`src/fb_restore_pkg.sv`:
```
// Constants and types for the function block supply-return restore logic
package fb_restore_pkg;

  // Supply-return reaction setting encoding
  localparam logic [1:0] react_none     = 2'h0;
  localparam logic [1:0] react_disabled = 2'h1;
  localparam logic [1:0] react_detect   = 2'h2;
  localparam logic [1:0] react_previous = 2'h3;

  // Block type encoding; only standalone and main unit react
  localparam logic [1:0] type_standalone = 2'h0;
  localparam logic [1:0] type_main_unit  = 2'h1;
  localparam logic [1:0] type_extension  = 2'h2;

  // Transmission delay, in ms, and its cycle count at 100 MHz
  localparam int unsigned tx_delay_ms     = 1;
  localparam int unsigned clk_mhz         = 100;
  localparam int unsigned tx_delay_cycles = tx_delay_ms * 1000 * clk_mhz;
  localparam int unsigned cnt_w           = 24;

  // Restore sequencer states, one-hot
  typedef enum logic [3:0] {
    st_idle   = 4'b0001,
    st_decide = 4'b0010,
    st_apply  = 4'b0100,
    st_done   = 4'b1000
  } restore_state_e;

endpackage

```
`src/fb_restore.sv`:
```
// Supply-return and disable-release state restore for one detection block
//
// Functional notes
// - Disable release in light-control mode: no motion, delay off, presence kept on.
// - Disable release in light-control mode is passed to the light-control block.
// - Standalone/main unit pick supply-return reaction from per-block setting.
// - No reaction, autonomous: basic state, no telegram.
// - No reaction, light control: basic state, presence indication off.
// - Disabled setting, autonomous: enter disable, send disable-start telegrams.
// - Entering disable on supply return saves basic state as prior state.
// - Disabled setting, light control: disable and signal it to light control.
// - Detection-start, autonomous: detect at once; twilight evaluation only sets the brightness mode.
// - Brightness-independent detection start: send start telegrams, start delay.
// - Brightness-dependent start: telegrams, delay; independent only below twilight.
// - Delay expiry without new motion runs end-of-detection processing.
// - Detection-start, light control: motion detected, presence on, delay started.
// - Restore-previous, autonomous: act on saved state; detection forces independent mode.
// - Running switch-off delay is not restarted; waits for threshold exceeded again.
// - Restore-previous, light control: saved state mapped to the other settings.
// - Skip reaction when block inactive or download reaction runs instead.
// - Basic state is no motion, delay off, disable off, no telegram.

`timescale 1ns/1ns
module fb_restore #(
  parameter int unsigned TX_DELAY_CYCLES = fb_restore_pkg::tx_delay_cycles
) (
  input  wire logic       i_mclk,
  input  wire logic       i_reset_n,
  input  wire logic       i_supply_return,
  input  wire logic       i_download_reaction,
  input  wire logic       i_block_active,
  input  wire logic [1:0] i_block_type,
  input  wire logic [1:0] i_reaction_setting,
  input  wire logic       i_light_control_mode,
  input  wire logic       i_brightness_dependent,
  input  wire logic       i_below_twilight,
  input  wire logic       i_motion,
  input  wire logic       i_disable_set,
  input  wire logic       i_disable_release,
  input  wire logic       i_saved_motion,
  input  wire logic       i_saved_delay,
  input  wire logic       i_saved_disabled,
  input  wire logic       i_switch_off_exceeded,
  output logic            o_motion_state,
  output logic            o_delay_active,
  output logic            o_disabled,
  output logic            o_brightness_independent,
  output logic            o_presence_to_light,
  output logic            o_disable_to_light,
  output logic            o_disable_release_to_light,
  output logic            o_send_start_telegram,
  output logic            o_send_disable_telegram,
  output logic            o_end_of_detection,
  output logic            o_switch_off_delay_run,
  output logic            o_store_motion,
  output logic            o_store_delay,
  output logic            o_store_disabled,
  output logic            o_prior_motion,
  output logic            o_prior_delay,
  output logic            o_restore_busy
);

  // Effective reaction after mapping saved state
  // Three actions cover all four settings once the record is folded in
  typedef enum logic [1:0] {
    act_basic   = 2'b00,
    act_disable = 2'b01,
    act_detect  = 2'b10
  } action_t;

  fb_restore_pkg::restore_state_e state;
  fb_restore_pkg::restore_state_e next_state;
  action_t                        action;
  logic [fb_restore_pkg::cnt_w-1:0] delay_cnt;
  logic                           reacts;
  logic                           take_return;
  logic                           delay_expired;
  logic                           in_apply;
  logic                           apply_detect;
  logic                           apply_disable;
  logic                           release_hit;
  logic                           motion_hit;

  // Counter load and step values at the counter width
  // Load value is cut to the counter width; the default fits with room to spare
  localparam logic [fb_restore_pkg::cnt_w-1:0] delay_load =
    fb_restore_pkg::cnt_w'(TX_DELAY_CYCLES);
  localparam logic [fb_restore_pkg::cnt_w-1:0] cnt_one = 24'h00_0001;

  // Map setting and saved record to the action to carry out
  function automatic action_t map_action(input logic [1:0] setting, input logic s_dis, input logic s_mot,
                                         input logic s_dly);
    case (setting)
      fb_restore_pkg::react_disabled: begin
        // Interlocked on return
        map_action = act_disable;
      end
      fb_restore_pkg::react_detect: begin
        // Forced detection start
        map_action = act_detect;
      end
      fb_restore_pkg::react_previous: begin
        if (s_dis) begin
          map_action = act_disable;
        end else if (s_mot || s_dly) begin
          map_action = act_detect;
        end else begin
          map_action = act_basic;
        end
      end
      default: begin
        // No reaction: basic state
        map_action = act_basic;
      end
    endcase
  endfunction

  // Only standalone and main unit react, and only when active and no download reaction
  // Extension blocks follow their main unit, so a return is dropped without a sign
  assign reacts = (i_block_type == fb_restore_pkg::type_standalone) ||
                  (i_block_type == fb_restore_pkg::type_main_unit);
  assign take_return = i_supply_return && reacts && i_block_active && !i_download_reaction;
  assign delay_expired = o_delay_active && (delay_cnt == cnt_one) && !i_motion;
  assign o_restore_busy = (state != fb_restore_pkg::st_idle);

  // Apply-cycle decodes shared by the state, counter and pulse processes
  assign in_apply      = (state == fb_restore_pkg::st_apply);
  assign apply_detect  = in_apply && (action == act_detect);
  assign apply_disable = in_apply && (action == act_disable);

  // A release only counts while disabled; a stray enable is dropped
  assign release_hit = i_disable_release && o_disabled;

  // Fresh motion is ignored while the block is interlocked
  assign motion_hit = i_motion && !o_disabled;

  // Sequencer: decide the action, apply it for one cycle, then done
  // One decide cycle samples the setting and record before apply
  always_comb begin
    next_state = state;
    case (state)
      fb_restore_pkg::st_idle: begin
        // Leave idle only on an accepted supply return
        if (take_return) begin
          next_state = fb_restore_pkg::st_decide;
        end
      end
      fb_restore_pkg::st_decide: begin
        // Action is latched on this cycle
        next_state = fb_restore_pkg::st_apply;
      end
      fb_restore_pkg::st_apply: begin
        // Outputs take the chosen state on this cycle
        next_state = fb_restore_pkg::st_done;
      end
      fb_restore_pkg::st_done: begin
        // One spare cycle before a new return is accepted
        next_state = fb_restore_pkg::st_idle;
      end
      default: begin
        // Illegal code recovers to idle
        next_state = fb_restore_pkg::st_idle;
      end
    endcase
  end

  // Sequencer state register
  // Reset lands in idle so nothing is applied before a supply return
  always_ff @(posedge i_mclk or negedge i_reset_n) begin
    if (!i_reset_n) begin
      state <= fb_restore_pkg::st_idle;
    end else begin
      state <= next_state;
    end
  end

  // Latch the chosen action; record sampled once so later edits do not disturb it
  // Held through apply, so a late change of the setting does not alter the action; brightness mode still reads it live
  always_ff @(posedge i_mclk or negedge i_reset_n) begin
    if (!i_reset_n) begin
      action <= act_basic;
    end else if (state == fb_restore_pkg::st_decide) begin
      action <= map_action(i_reaction_setting, i_saved_disabled, i_saved_motion, i_saved_delay);
    end
  end

  // Disable state: supply return first, then set, then release
  // Apply wins over a set or release in the same cycle, as the restore is newer
  always_ff @(posedge i_mclk or negedge i_reset_n) begin
    if (!i_reset_n) begin
      o_disabled <= 1'b0;
    end else if (in_apply) begin
      o_disabled <= (action == act_disable);
    end else if (i_disable_set && !o_disabled) begin
      o_disabled <= 1'b1;
    end else if (release_hit) begin
      o_disabled <= 1'b0;
    end
  end

  // Prior-state record, captured when a disable starts
  // A repeated set while disabled keeps the first record untouched
  always_ff @(posedge i_mclk or negedge i_reset_n) begin
    if (!i_reset_n) begin
      o_prior_motion <= 1'b0;
      o_prior_delay  <= 1'b0;
    end else if (apply_disable) begin
      o_prior_motion <= 1'b0;
      o_prior_delay  <= 1'b0;
    end else if (i_disable_set && !o_disabled && !in_apply) begin
      o_prior_motion <= o_motion_state;
      o_prior_delay  <= o_delay_active;
    end
  end

  // Motion state, delay flag and brightness mode
  // Brightness mode only moves on a restore; live twilight tracking lies elsewhere
  // Expiry is checked after release so a release outside the apply cycle always lands in no motion
  always_ff @(posedge i_mclk or negedge i_reset_n) begin
    if (!i_reset_n) begin
      o_motion_state           <= 1'b0;
      o_delay_active           <= 1'b0;
      o_brightness_independent <= 1'b0;
    end else if (state == fb_restore_pkg::st_apply) begin
      if (action == act_detect) begin
        o_motion_state <= 1'b1;
        o_delay_active <= 1'b1;
        if (i_reaction_setting == fb_restore_pkg::react_previous || !i_brightness_dependent) begin
          o_brightness_independent <= 1'b1;
        end else begin
          o_brightness_independent <= i_below_twilight;
        end
      end else begin
        o_motion_state <= 1'b0;
        o_delay_active <= 1'b0;
      end
    end else if (release_hit) begin
      o_motion_state <= 1'b0;
      o_delay_active <= 1'b0;
    end else if (delay_expired) begin
      o_motion_state <= 1'b0;
      o_delay_active <= 1'b0;
    end else if (motion_hit) begin
      o_motion_state <= 1'b1;
      o_delay_active <= 1'b1;
    end
  end

  // Transmission delay counter, reloaded on start or fresh motion
  // Motion during a restore does not reload, so the restore decides the count
  // Counter parks at zero on expiry; a release or restore that drops the delay flag leaves it holding its count
  always_ff @(posedge i_mclk or negedge i_reset_n) begin
    if (!i_reset_n) begin
      delay_cnt <= '0;
    end else if (apply_detect || (motion_hit && state == fb_restore_pkg::st_idle)) begin
      delay_cnt <= delay_load;
    end else if (o_delay_active && delay_cnt != '0) begin
      delay_cnt <= delay_cnt - cnt_one;
    end
  end

  // Presence indication toward light control
  // Held low outside light-control mode so a mode change starts clean
  // Release drives it high; the light control decides what follows
  always_ff @(posedge i_mclk or negedge i_reset_n) begin
    if (!i_reset_n) begin
      o_presence_to_light <= 1'b0;
    end else if (!i_light_control_mode) begin
      o_presence_to_light <= 1'b0;
    end else if (state == fb_restore_pkg::st_apply) begin
      o_presence_to_light <= (action == act_detect);
    end else if (i_disable_release && o_disabled) begin
      o_presence_to_light <= 1'b1;
    end else if (delay_expired) begin
      o_presence_to_light <= 1'b0;
    end else if (i_motion && !o_disabled) begin
      o_presence_to_light <= 1'b1;
    end
  end

  // Disable indication level toward light control
  // One cycle behind the disable flag; the far side reacts on levels only
  always_ff @(posedge i_mclk or negedge i_reset_n) begin
    if (!i_reset_n) begin
      o_disable_to_light <= 1'b0;
    end else begin
      o_disable_to_light <= i_light_control_mode && o_disabled;
    end
  end

  // One-cycle event pulses
  // Registered so each pulse stands exactly one full cycle
  always_ff @(posedge i_mclk or negedge i_reset_n) begin
    if (!i_reset_n) begin
      o_send_start_telegram      <= 1'b0;
      o_send_disable_telegram    <= 1'b0;
      o_end_of_detection         <= 1'b0;
      o_disable_release_to_light <= 1'b0;
    end else begin
      // Telegrams only in autonomous operation; light control sends its own
      o_send_start_telegram   <= apply_detect && !i_light_control_mode;
      o_send_disable_telegram <= apply_disable && !i_light_control_mode;
      o_end_of_detection      <= delay_expired && !i_light_control_mode;
      o_disable_release_to_light <= release_hit && i_light_control_mode;
    end
  end

  // Switch-off delay: cleared on restore, rearmed only by threshold crossing
  // The saved record has no switch-off bit, so nothing could restart it anyway
  always_ff @(posedge i_mclk or negedge i_reset_n) begin
    if (!i_reset_n) begin
      o_switch_off_delay_run <= 1'b0;
    end else if (state == fb_restore_pkg::st_apply || o_disabled) begin
      o_switch_off_delay_run <= 1'b0;
    end else if (i_switch_off_exceeded) begin
      o_switch_off_delay_run <= 1'b1;
    end else if (!o_delay_active) begin
      o_switch_off_delay_run <= 1'b0;
    end
  end

  // Live record for the non-volatile store, saved by the outer system on failure
  // Plain copies; the store must take them before the supply sags too far
  always_comb begin
    o_store_motion   = o_motion_state;
    o_store_delay    = o_delay_active;
    o_store_disabled = o_disabled;
  end

endmodule

```
`config.mk`:
```
export PLATFORM = sky130hd
export DESIGN_NAME = fb_restore
export DESIGN_NICKNAME = d
export VERILOG_FILES = /design/src/fb_restore_pkg.sv /design/src/fb_restore.sv
export SDC_FILE = /design/constraint.sdc
export NUM_CORES = 1
export LEC_CHECK = 0
export ABC_AREA = 0
export BUFFER_PORTS_ARGS = -buffer_cell sky130_fd_sc_hd__buf_4
export CAP_MARGIN = 20
export CORE_ASPECT_RATIO = 0.7
export CORE_MARGIN = 1
export CORE_UTILIZATION = 45
export CTS_CLUSTER_SIZE = 25
export DETAILED_ROUTE_END_ITERATION = 7
export PLACE_DENSITY = 0.65
export SLEW_MARGIN = 5
export SYNTH_ARGS = -nofsm -noshare
export SYNTH_HDL_FRONTEND = slang
export SYNTH_SLANG_ARGS = --single-unit
```
`constraint.sdc`:
```
create_clock -name i_mclk -period 5.4 [get_ports i_mclk]
set_clock_uncertainty 0.15 [all_clocks]
set_input_delay 0.27 -clock i_mclk [delete_from_list [all_inputs] [get_ports i_mclk]]
set_output_delay 0.27 -clock i_mclk [all_outputs]
set_load 0.02 [all_outputs]
```
; ---- Word level (Yosys, flattened, before mapping)
; Cells that the tools add are included.
[totals]
regBits = 41
output_inout_bits = 17
inputBits = 19
word_cells = 89
[op_classes]
n_mux = 24
reduce_logical = 36
eq_ne = 14
addsub = 1
[op_table]
columns = op, count
row1 = $mux 24, 2
row2 = $eq 24x1->1 const B, 1
row3 = $reduce_bool 24->1, 1
row4 = $sub 24x1->24 const B, 1
row5 = $logic_and 1x1->1, 18
row6 = $mux 1, 17
row7 = $pmux 4 s3, 1
row8 = $eq 2x1->1 const B, 3
row9 = $eq 2x2->1 const B, 3
row10 = $logic_not 1->1, 6
row11 = $pmux 2 s3, 1
row12 = $logic_or 1x1->1, 5
row13 = $ne 5x1->1 const B, 1
row14 = $eq 4x1->1 const B, 1
row15 = $eq 4x2->1 const B, 1
row16 = $eq 4x3->1 const B, 1
row17 = $mux 2, 2
row18 = $mux 4, 1
row19 = $ne 4x1->1 const B, 1
row20 = $reduce_bool 2->1, 2
row21 = $reduce_bool 4->1, 1
row22 = $ne 3x2->1 const B, 1
row23 = $reduce_bool 3->1, 1
row24 = $logic_not 2->1, 1
row25 = 2 further kinds, 2

; ---- Logic depth before layout (Yosys ltp)
[logic_depth]
ltp_word = 7
ltp_mapped = 7
ltp_nobuf = 6

; ---- Least setup slack after synthesis
; OpenSTA, ideal clock, no wires.
[synth_timing]
path_type = flip-flop to flip-flop
from = reg o_delay_active
to = reg delay_cnt[13] (netlist name)
setup_slack_ps = 3316
t_required_ps = 5171
path_stages_with_launch = 6
setup_ps = 79
n_path_buf = 1
arrival_ps = 1854
synth_period_minus_slack_ps = 2084
path_cell_list = dfrtp_1 or3b_1 buf_2 or3_4 a2111oi_4 mux2i_1
[synth_between]
elab_chain_cells = 2
[synth_lines]
columns = item, line_no
row1 = from (decl), fb_restore.sv:45  ; output logic o_delay_active,
row2 = from (signal assigned), fb_restore.sv:222  ; o_delay_active <= 1'b0;
row3 = from (signal assigned), fb_restore.sv:227  ; o_delay_active <= 1'b1;
row4 = from (signal assigned), fb_restore.sv:235  ; o_delay_active <= 1'b0;
row5 = $logic_and 1x1->1, fb_restore.sv:257  ; end else if (o_delay_active && delay_cnt != '0) begin
row6 = $reduce_bool 2->1 (no source line), n/a
row7 = to (signal assigned), fb_restore.sv:256  ; delay_cnt <= delay_load;
row8 = to (signal assigned), fb_restore.sv:258  ; delay_cnt <= delay_cnt - cnt_one;
row9 = to (decl), fb_restore.sv:74  ; logic [fb_restore_pkg::cnt_w-1:0] delay_cnt;
; Every way passes these cells.
; A chain may end at the register's enable or synchronous reset.

; ---- Final worst setup path
[layout_timing]
from = reg delay_cnt[19] (netlist name)
to = reg delay_cnt[6] (netlist name)
[layout_between]
elab_chain_cells = 3
[layout_lines]
columns = item, line_no
row1 = $reduce_bool 24->1, fb_restore.sv:257
row2 = $logic_and 1x1->1, fb_restore.sv:257
row3 = $reduce_bool 2->1 (no source line), n/a
; Every way passes these cells.

==> flow_summary.toml <==
[synth]
yosys_warnings = 0
synth_top_area_share = 0.415
postSynthAreaPerCell_um2 = 9.92
yosysTopAreaCell = "dfrtp_1"
ys_ff_latch = 41
synth_cells = 243
yosysUniqueCellTypes = 52
synth_edf_count = 0
seq_area_frac_synth = 0.426
async_reset_ff_frac = 1.00
syn_nets = 265
ys.flop_type = "dfrtp_1"
ys_top_cells_by_area = "dfrtp_1 42%, mux2i_1 5.8%, nand2_1 4.4%"
netlist_area_um2 = 2410

[cells_and_area]
max_flop_register = "delay_cnt"
largest_registers = "delay_cnt (24), state (4), action (2)"
diodes = 0
postLayoutCoreUtil = 0.562
synthToLayoutAreaGrowth_pct = 15.8
fill_cells = 446
largest_reg_flops = 24
drive_gt1_frac = 0.212
seq_area_um2 = 1030
multiInputGateArea_um2 = 1250
fin_nets = 294

[cts]
clkSinkCount = 41
ctsHoldBuffers = 3
insertion_delay_ns = 0.29
cts_setup_buffers = 0
cts_root_buffer = "clkbuf_8"
cts_tree = "built"
cts_resized = 0
clk_path_buf_depth = 2
cts_buffers = 5
clk_pin_slew_ns = 0.08
htree_levels = 2

[pwr]
power_density_nw_per_um2 = 320
p_leak_nw = 1.15
peakVddDrop_mv = 0.146

[timing]
setup_viol_count_final = 0
tightest_slew_ns = 0.749
rsz0062_at_grt = "false"
tns_ns = 0
period_share = 0.445
fmax_ghz = 0.416
slew_headroom = 0.501
fin_crit_ns = 2.40
finalHoldViolations = 0
hold_ws_ns = 0.0148
slew_viol_final = 0

[setup_path]
critical_path_class = "register to register"
worstSetupEndpointType = "register"
worstSetupStartpointType = "register"
cp_max_fo = 18
reg2regPathDepth = 4
worstPathArrival_ns = 2.42
cp_data_required_time_ns = 5.41

[die]
start_util = 0.486
pin_count = 36
die_y_um = 63.2
die_area_um2 = 5660
core_um2 = 4970
fp.dieW_um = 89.5
rows = 21

[drt]
ant_nets = 0
finalWirelength_um = 5040
drc_errors = 0
drt-initial-drc-count = 75
firstDrtPassIters = 4
wire_per_inst_um = 14.7
vias = 1916
vias_per_cell = 5.60

[global_routing]
grt_pass1_wl_um = 8690
overflow = 0
grt_max_degree = 42
grt_pass1_vias = 1746
antenna_found_initial = 0
track_usage = 0.203

[placement]
io_buffers = 34
dp_hpwl_um = 3550
place_congestion = 0.814

[worst_hold_path]
hold_path_class = "primary input to register"
holdPathStages = 2

[run]
maxCapViolations = 0

[run_status]
status = "finished, final reports clean"
report_power, final:
group | internal (mW) | switching (mW) | leakage [nW] | total [mW]
logic | 0.107 | 0.149 | 0.587 | 0.256
clock network | 0.138 | 0.109 | 0.0543 | 0.248
registers | 0.342 | 0.0486 | 0.509 | 0.390
synth_stat cells (2+ instances only):
| cell | count |
|---|---|
| a211o_1 | 2 |
| nor4_4 | 2 |
| o41ai_1 | 3 |
| a2111o_1 | 3 |
| buf_4 | 7 |
| dfrtp_1 | 40 |
| nor4_2 | 2 |
| nand4_1 | 3 |
| nor3_1 | 5 |
| buf_6 | 2 |
| nor4_1 | 5 |
| nand2b_1 | 13 |
| ha_1 | 3 |
| a2111oi_1 | 4 |
| nor2b_1 | 4 |
| o21ai_0 | 8 |
| a211oi_1 | 4 |
| buf_2 | 6 |
| nor2_1 | 13 |
| inv_1 | 6 |
| or4_1 | 5 |
| nand3_1 | 6 |
| nor3_2 | 2 |
| mux2i_1 | 14 |
| a21oi_1 | 14 |
| and3_1 | 3 |
| and2_0 | 5 |
| o21ai_1 | 3 |
| nand2_1 | 28 |
| or4b_1 | 3 |
| or3_1 | 2 |
| o31ai_1 | 3 |
area by class of cell:
class,instances,share of cell area
repair buffers,37,0.102
clock inverters,3,0.0166
inverters,7,0.00941
well taps,69,0.0309
flip-flops and latches,41,0.368
multi-input cells,180,0.448
clock buffers,5,0.0246
worst max-delay path, stage by stage (launching register included):
cell       delay [ns]
dfrtp_1          0.44
nor4_2           0.53
and3_1           0.69
a2111oi_0        0.29
mux2i_1          0.17
placed cells by master (no fill, tap or decap), types with 4 or more instances in the layout:
cell type	Yosys	layout
buf_4	7	34
nor4_1	5	5
nand2_1	28	28
or4_1	5	5
mux2i_1	14	14
nor2_1	13	13
a21oi_1	14	14
nor2b_1	4	4
and2_0	5	5
a2111oi_1	4	4
nand2b_1	13	13
nor3_1	5	5
nand3_1	6	6
dfrtp_1	40	40
o21ai_0	8	8
a211oi_1	4	4
inv_1	6	6
clkbuf_8	0	5
cell families after synthesis:
kind of cell    after synthesis  share of synthesized area
mux                          14                     0.0581
simple gates                112                      0.285
fa+ha+maj                     3                     0.0156
buf+inv                      22                     0.0545
flops                        41                      0.426
compound gates               51                      0.161
path summary, 6_finish.rpt:
| kind | slack [ns] | to | from |
|---|---|---|---|
| worst min-delay path | 0.01 | o_end_of_detection | i_light_control_mode |
| worst max register to register | 3.00 | delay_cnt[6] | delay_cnt[19] |
| worst min register to register | 0.36 | o_brightness_independent | o_brightness_independent |
| worst max-delay path | 3.00 | delay_cnt[6] | delay_cnt[19] |
| max in group asynchronous | 4.39 | state[0] | i_reset_n |
| min in group asynchronous | 0.33 | o_disable_to_light | i_reset_n |
per-layer routing:
metal  share of wire  vias up  track usage
li1                -      951            -
met1            0.55      908        0.332
met2            0.39       53        0.262
met3           0.052        4       0.0433
met4          0.0079        0       0.0536
met5               0        -            0
per-stage QoR:
stage | area (µm²) | setup WS (ns) | power, mW | std cells
3_5_place_dp | 2650 | 3.03 | 0.648 | 331
5_1_grt | 2790 | 2.84 | 0.955 | 342
6_report | 2790 | 3.00 | 0.894 | 342
2_1_floorplan | 2410 | 3.32 | 0.578 | 243
3_3_place_gp | 2650 | 3.02 | 0.643 | 331
4_1_cts | 2790 | 3.00 | 0.901 | 342
(Power assumes the default switching activity.)
